<file path="src/uart_irq_pkg.sv">
// Constants, types and register layout of the serial port interrupt and wake-up logic.
`default_nettype none
package uart_irq_pkg;
  localparam int unsigned ADDR_W = 4;
  localparam int unsigned DATA_W = 8;
  localparam int unsigned CNT_W = 16;
  localparam int unsigned NUM_SRC = 6;
  localparam int unsigned STARTUP_CYCLES_DEF = 16;

  localparam logic [ADDR_W-1:0] OFS_CONTROL = 4'h0;
  localparam logic [ADDR_W-1:0] OFS_INT_CTL = 4'h1;
  localparam logic [ADDR_W-1:0] OFS_STATUS = 4'h2;

  localparam logic [DATA_W-1:0] CONTROL_RST = 8'h00;
  localparam logic [DATA_W-1:0] INT_CTL_RST = 8'h00;

  localparam int unsigned SRC_TXE = 0;
  localparam int unsigned SRC_TXI = 1;
  localparam int unsigned SRC_RX = 2;
  localparam int unsigned SRC_OVR = 3;
  localparam int unsigned SRC_ADDR = 4;
  localparam int unsigned SRC_WAKE = 5;

  typedef struct packed {
    logic port_enable;
    logic receiver_enable;
    logic nine_bit_select;
    logic parity_enable;
    logic pin_wake_enable;
    logic address_detect_enable;
    logic rx_interrupt_enable;
    logic tx_empty_enable;
  } control_s;

  typedef struct packed {
    logic [3:0] spare;
    logic       tx_idle_enable;
    logic       port_interrupt_enable;
    logic       multifunction_group_enable;
    logic       global_interrupt_enable;
  } int_ctl_s;

  typedef struct packed {
    logic tx_empty;
    logic tx_idle;
    logic rx_available_flag;
    logic rx_trigger;
    logic overrun_flag;
  } core_flags_s;

  typedef enum logic [2:0] {
    PS_RUN   = 3'b001,
    PS_OFF   = 3'b010,
    PS_START = 3'b100
  } power_state_e;
endpackage
`default_nettype wire

</file>
<file path="src/uart_interrupt_wakeup_logic.sv">
// Interrupt request, address qualification and wake-up logic of a serial port.
`timescale 1ns/100ps
`default_nettype none
module uart_interrupt_wakeup_logic
  import uart_irq_pkg::*;
#(
  parameter int unsigned STARTUP_CYCLES = STARTUP_CYCLES_DEF
) (
  // Clock and reset
  input  wire logic              clock,
  input  wire logic              rst_b,
  // Register port
  input  wire logic [ADDR_W-1:0] reg_addr,
  input  wire logic [DATA_W-1:0] reg_wdata,
  input  wire logic              reg_we,
  input  wire logic              reg_re,
  output var  logic [DATA_W-1:0] reg_rdata,
  // Serial core
  input  wire core_flags_s       core_flags,
  input  wire logic              rx_word_strobe,
  input  wire logic [1:0]        rx_top_bits,
  output var  logic              core_run,
  output var  logic              rx_run,
  output var  logic              rx_ignore,
  // Power manager and processor
  input  wire logic              module_clock_on,
  input  wire logic              cpu_sleep,
  input  wire logic              stack_full,
  output var  logic              wake_up,
  output var  logic              irq_b,
  output var  logic              vector_request,
  // Pin
  input  wire logic              receive_pin
);

  control_s          control;
  control_s          next_control;
  int_ctl_s          int_ctl;
  int_ctl_s          next_int_ctl;
  logic [DATA_W-1:0] next_rdata;
  logic [DATA_W-1:0] status_word;

  power_state_e      state;
  power_state_e      next_state;
  logic [CNT_W-1:0]  count;
  logic [CNT_W-1:0]  next_count;
  logic              wake_pending;
  logic              next_pending;
  logic              next_wake_up;
  logic              wake_qual;

  logic              pin_meta;
  logic              pin_sync;
  logic              pin_last;
  logic              pin_fall;

  logic              top_bit;
  logic              next_top;
  logic [NUM_SRC-1:0] cond;
  logic [NUM_SRC-1:0] cond_q;
  logic [NUM_SRC-1:0] new_src;
  logic              run;
  logic              aden;
  logic              rie;
  logic              vec_ok;

  assign status_word = {1'b0, rx_ignore, wake_pending, core_flags};

  // Status has no write path, so its core flags clear only inside the core and the wake and ignore flags at start-up end.
  always_comb begin
    next_control = control;
    next_int_ctl = int_ctl;
    next_rdata = '0;
    if (reg_we) begin
      case (reg_addr)
        OFS_CONTROL: next_control = control_s'(reg_wdata);
        OFS_INT_CTL: begin
          next_int_ctl = int_ctl_s'(reg_wdata);
          next_int_ctl.spare = '0;
        end
        default: ;
      endcase
    end
    if (reg_re) begin
      case (reg_addr)
        OFS_CONTROL: next_rdata = control;
        OFS_INT_CTL: next_rdata = int_ctl;
        OFS_STATUS:  next_rdata = status_word;
        default:     next_rdata = '0;
      endcase
    end
  end

  // Registers change only on a write; sleep has no path into them.
  always_ff @(posedge clock) begin
    if (!rst_b) begin
      control <= control_s'(CONTROL_RST);
      int_ctl <= int_ctl_s'(INT_CTL_RST);
      reg_rdata <= '0;
    end else begin
      control <= next_control;
      int_ctl <= next_int_ctl;
      reg_rdata <= next_rdata;
    end
  end

  // The pin is asynchronous; only the synchronised copy is edge-checked.
  always_ff @(posedge clock) begin
    if (!rst_b) begin
      pin_meta <= 1'b1;
      pin_sync <= 1'b1;
      pin_last <= 1'b1;
    end else begin
      pin_meta <= receive_pin;
      pin_sync <= pin_meta;
      pin_last <= pin_sync;
    end
  end

  assign pin_fall = pin_last & ~pin_sync;
  assign wake_qual = control.pin_wake_enable & control.port_enable
                   & control.receiver_enable & control.rx_interrupt_enable;

  // The start-up count runs after every clock return, woken or not.
  always_comb begin
    next_state = state;
    next_count = count;
    next_pending = wake_pending;
    next_wake_up = 1'b0;
    case (state)
      PS_RUN: begin
        if (!module_clock_on) begin
          next_state = PS_OFF;
        end
      end
      PS_OFF: begin
        if (pin_fall && wake_qual) begin
          next_wake_up = 1'b1;
          next_pending = 1'b1;
        end
        if (module_clock_on) begin
          next_state = PS_START;
          next_count = CNT_W'(STARTUP_CYCLES - 1);
        end
      end
      PS_START: begin
        if (count == '0) begin
          next_state = PS_RUN;
          next_pending = 1'b0;
        end else begin
          next_count = count - CNT_W'(1);
        end
      end
      default: begin
        next_state = PS_RUN;
      end
    endcase
  end

  always_ff @(posedge clock) begin
    if (!rst_b) begin
      state <= PS_RUN;
      count <= '0;
      wake_pending <= 1'b0;
      wake_up <= 1'b0;
      rx_ignore <= 1'b0;
      core_run <= 1'b0;
      rx_run <= 1'b0;
    end else begin
      state <= next_state;
      count <= next_count;
      wake_pending <= next_pending;
      wake_up <= next_wake_up;
      rx_ignore <= (next_state == PS_START);
      core_run <= module_clock_on;
      rx_run <= module_clock_on & ~cpu_sleep;
    end
  end

  // Top received bit is kept so a level trigger can still be qualified.
  always_comb begin
    next_top = top_bit;
    if (rx_word_strobe) begin
      next_top = control.nine_bit_select ? rx_top_bits[1] : rx_top_bits[0];
    end
  end

  always_ff @(posedge clock) begin
    if (!rst_b) begin
      top_bit <= 1'b0;
    end else begin
      top_bit <= next_top;
    end
  end

  // Transfer sources are masked while halted; only wake acts then.
  assign run = (state == PS_RUN);
  assign aden = control.address_detect_enable;
  assign rie = control.rx_interrupt_enable;
  assign vec_ok = int_ctl.global_interrupt_enable & int_ctl.port_interrupt_enable;

  always_comb begin
    cond = '0;
    cond[SRC_TXE] = run & core_flags.tx_empty & control.tx_empty_enable;
    cond[SRC_TXI] = run & core_flags.tx_idle & int_ctl.tx_idle_enable;
    cond[SRC_RX] = run & rie & core_flags.rx_trigger & (~aden | top_bit);
    cond[SRC_OVR] = run & rie & core_flags.overrun_flag;
    cond[SRC_ADDR] = run & aden & rx_word_strobe & next_top;
    cond[SRC_WAKE] = (state == PS_START) & (count == '0) & wake_pending & vec_ok;
  end

  genvar i;
  generate
    for (i = 0; i < NUM_SRC; i++) begin : g_edge
      assign new_src[i] = cond[i] & ~cond_q[i];
    end
  endgenerate

  always_ff @(posedge clock) begin
    if (!rst_b) begin
      cond_q <= '0;
      irq_b <= 1'b1;
      vector_request <= 1'b0;
    end else begin
      cond_q <= cond;
      irq_b <= ~(|new_src);
      vector_request <= (|new_src) & vec_ok & int_ctl.multifunction_group_enable
                        & ~stack_full;
    end
  end
endmodule
`default_nettype wire

</file>
<file path="config.mk">
export PLATFORM = sky130hd
export DESIGN_NAME = uart_interrupt_wakeup_logic
export DESIGN_NICKNAME = d
export VERILOG_FILES = /design/src/uart_irq_pkg.sv /design/src/uart_interrupt_wakeup_logic.sv
export SDC_FILE = /design/constraint.sdc
export NUM_CORES = 1
export LEC_CHECK = 0
export ABC_CLOCK_PERIOD_IN_PS = 2500
export BUFFER_PORTS_ARGS = -buffer_cell sky130_fd_sc_hd__buf_2
export CAP_MARGIN = 25
export CORE_MARGIN = 8
export CORE_UTILIZATION = 55
export DETAILED_ROUTE_END_ITERATION = 16
export PLACE_DENSITY_LB_ADDON = 0.1
export SYNTH_ARGS = -nofsm -noshare
export SYNTH_HDL_FRONTEND = slang
export SYNTH_SLANG_ARGS = --single-unit
</file>
<file path="constraint.sdc">
create_clock -name clock -period 2.5 [get_ports clock]
set_clock_uncertainty 0.15 [all_clocks]
set_input_delay 0.375 -clock clock [delete_from_list [all_inputs] [get_ports clock]]
set_output_delay 0.375 -clock clock [all_outputs]
set_load 0.005 [all_outputs]
</file>
==> impl.org <==
** Outcome
- Result of the run :: complete, no violations

** CTS
- Clock-pin slew was measured on the worst setup and hold paths at around 0.09 ns.
- TritonCTS created 5 clock buffers.
- Number of post-CTS setup repair buffers :: 0
- In this run, post-CTS hold repair placed 0 buffers.
- The cell sitting at the root of the clock tree is a clkbuf_8.
- Number of buffers on the longest clock path :: 2
- The clock drives 56 sinks.
- Clock tree from TritonCTS :: yes
- Number of instances resized during post-cts repair :: 0
- Clock latency on the worst-skew pair :: approximately 0.30 ns
- The H-tree was split into 2 levels.

** Global routing
- Maximum number of pins on one net before global-route repair :: 17
- The total overflow left after global routing is 0.
- Total routing resource utilization after global routing :: between 15 and 20%
- Number of global-route vias before repair :: ~1,900
- Wire length of the first global-routing pass :: between 8 and 9 mm
- Antenna violations before repair :: 0

** Synth
- The biggest area contributor in the post-synthesis netlist is dfxtp_1.
- Yosys cell types :: 42
- dfxtp_1 is the most common cell in the netlist.
- Most used flip-flop cell after synthesis :: dfxtp_1
- Net count after synthesis :: 283
- Number of register bits inferred by synthesis :: 56
- In this run, synthesis inferred 0 flip-flops with an integrated enable.
- Synth area leaders :: dfxtp_1 (48%), mux2i_1 (8.9%), nor2_1 (5.1%)
- After synthesis, the share of flip-flops with an asynchronous set or reset is 0%.
- Yosys printed 0 warnings.
- Area of the mapped netlist :: between 2000 and 2500 µm²
- For this run, the register share of the synthesized area comes to 47.6%.
- By count the netlist is led by dfxtp_1 (56), nor2_1 (32), mux2i_1 (21).
- The share of synthesized area in the top cell type comes to a little under half.
- Gate count after technology mapping :: between 200 and 300
- In this run the mean area of a mapped cell was slightly above 9 µm².

** Drt
- The detail route stage leaves a number of antenna-violating nets equal to 0.
- The routed design has between 5 and 6 mm of wire.
- Detailed routing inserted a total of between 1,500 and 2,000 vias.
- Wire length per cell :: around 14 µm
- For this block, the initial DRC count from the detailed router was 90.
- Length of the first detailed-routing pass in iterations :: 6
- After detailed routing, the number of remaining DRC violations is 0.
- Using the TritonRoute via totals, the vias-per-cell ratio works out to approximately 5.6.

** Placement
- In this run the tool buffered the top-level ports with 41 buffer cells.
- Before CTS, the worst setup slack after placement is between 0.3 and 0.4 ns.
- Half-perimeter wire length after detailed placement :: ~3.9 mm
- Gp weighted congestion :: ~0.84

** Floorplan
- Vertical die dimension :: 81.5 µm
- Die ar. :: 6640 µm²
- The core region is 4230 µm².
- In this run the core area contains 24 standard-cell rows.
- Chip width :: 81.5 µm
- Starting density of the core :: a little under three fifths
- During I/O placement, the number of pins put on the boundary was 42.

** Worst setup path
- The worst setup path is launched from a register.
- Crit Reg-Reg Startpoint :: count[7]
- Of all nets on the critical path, the largest fanout is 9.
- The worst register-to-register path has a depth of 4.
- R2R Path End :: count[13]
- Arr. time, crit path :: 2.24 ns
- Setup slack on the worst reg-to-reg path comes out at approximately 0.33 ns.
- Worst Setup Path Type :: register to register
- Critical path endpoint category :: register
- At the worst endpoint, the required time is between 2 and 3 ns.
- The most critical setup path has its startpoint at count[7].
- Capturing element of the worst setup path :: count[13]

** Power and ir drop
- For this design the ratio of total power to cell area is 551 nW/µm².
- Total design power :: 1.50 mW
- Maximum resistive drop on vdd :: approximately 0.24 mV
- For this design the static power due to leakage is 1.15 nW.

** Finish
- The filler cells instantiated in the layout total 356.
- Registers take around 1100 µm².
- Fraction of layout cells with a size suffix above 1 :: approximately a fifth
- Antenna diode count :: 0
- Count of nets after finishing :: ~330
- Post-layout util :: between 60% and 70%
- Area growth from synthesis to layout :: 15.3%
- In the final layout, the multi-input gates occupy 1180 µm².

** STA
- Post-route setup TNS :: 0 ns
- Setup repair after global routing missed its margin :: false
- The hold violation count in the final report is 0.
- Setup slack closes at approximately 0.33 ns.
- Worst-margin pin slew :: 0.569 ns
- Crit path time final :: approximately 2.2 ns
- Headroom to the max-slew limit came out at 62.0%.
- Based on the critical path, the design can be clocked at up to around 460 MHz.
- Setup violations remaining at the end of the flow were counted as 0.
- The final number of max-transition violations is 0.
- The worst path uses ~87% of the clock period.

** Run
- Across the run, the number of max-cap violations was 0.

** Worst hold path
- The min-delay analysis places its worst path in the category input port to register.
==> how the worst min path moves through the flow <==
stage	from	to	slack, ns	cells past startpoint
global route	cpu_sleep	rx_run	0.06	2
global placement	pin_meta	pin_sync	0.24	1
finish	cpu_sleep	rx_run	0.07	2
detailed placement	pin_meta	pin_sync	0.25	1
CTS	cpu_sleep	rx_run	0.06	2
floorplan	pin_meta	pin_sync	0.24	1
==> metrics by stage <==
step                cell area, µm²  std cells  hold slack (ns)
floorplan                     2360        254            0.236
global placement              2630        343            0.244
detailed placement            2630        343            0.252
CTS                           2720        351           0.0590
global route                  2720        351           0.0594
finish                        2720        351           0.0703
==> critical path, stage by stage (launching register included) <==
cell and delay (ns):
dfxtp_1 0.38, or4_1 0.65, or3_1 0.37, or4_1 0.41
a21oi_1 0.15
==> final cells by class <==
| cell class | count | area share [%] |
|---|---|---|
| clock inverter | 1 | 0.322 |
| multi-input combinational | 184 | 43.5 |
| inverter | 4 | 0.552 |
| timing repair buffer | 47 | 9.20 |
| sequential | 56 | 41.2 |
| tap | 52 | 2.39 |
| clock buffer | 7 | 2.81 |
==> layer usage <==
metal  vias to the layer above  global-route usage [%]  share of wire, %
li1                       1017                       -                 -
met1                       900                    18.5                42
met2                        46                    29.2                50
met3                         2                    3.61               6.8
met4                         0                    5.89              0.76
met5                         -                       0                 0
==> flip-flops by register name, summed over array words and instances, names as in the netlist, 3 cells and up <==
name and flops:
cond_q 6, control 6, count 16, int_ctl 4, reg_rdata 8, state 3
==> power by group <==
group | internal (mW) | switching [mW] | total, mW
combinational | 0.0516 | 0.0628 | 0.114
clock | 0.201 | 0.269 | 0.469
sequential | 0.904 | 0.0113 | 0.915
total | 1.16 | 0.343 | 1.50
==> kinds of logic (layout without fill, tap and decap cells) <==
| group | after synthesis | in the layout | synth area share [%] |
|---|---|---|---|
| AOI/OAI and AO/OA | 42 | 42 | 11.3 |
| xor gates and xnor gates | 1 | 1 | 0.372 |
| adders and majority gates | 1 | 1 | 0.531 |
| buffers and inverters | 14 | 59 | 2.28 |
| DFF | 56 | 56 | 47.6 |
| muxes | 21 | 21 | 8.92 |
| and+or+nand+nor | 119 | 119 | 29.0 |
==> cells in the final DEF (no fill, tap or decap), types with 3 or more instances in the layout <==
cell / synthesis / routed
nor4_1: 6 / 6
nor2_1: 32 / 32
or3_1: 9 / 9
nand4b_1: 3 / 3
clkbuf_8: 0 / 5
nor3_1: 10 / 10
o31ai_1: 6 / 6
nand2_1: 11 / 11
inv_1: 3 / 3
nor2b_1: 4 / 4
buf_2: 1 / 41
buf_4: 0 / 6
o21ai_0: 4 / 4
dfxtp_1: 56 / 56
nand2b_1: 10 / 10
a211oi_1: 3 / 3
or4b_1: 3 / 3
or4_1: 8 / 8
mux2i_1: 21 / 21
a21oi_1: 20 / 20
nand3_1: 7 / 7
Power figures use the tool's default switching activity.
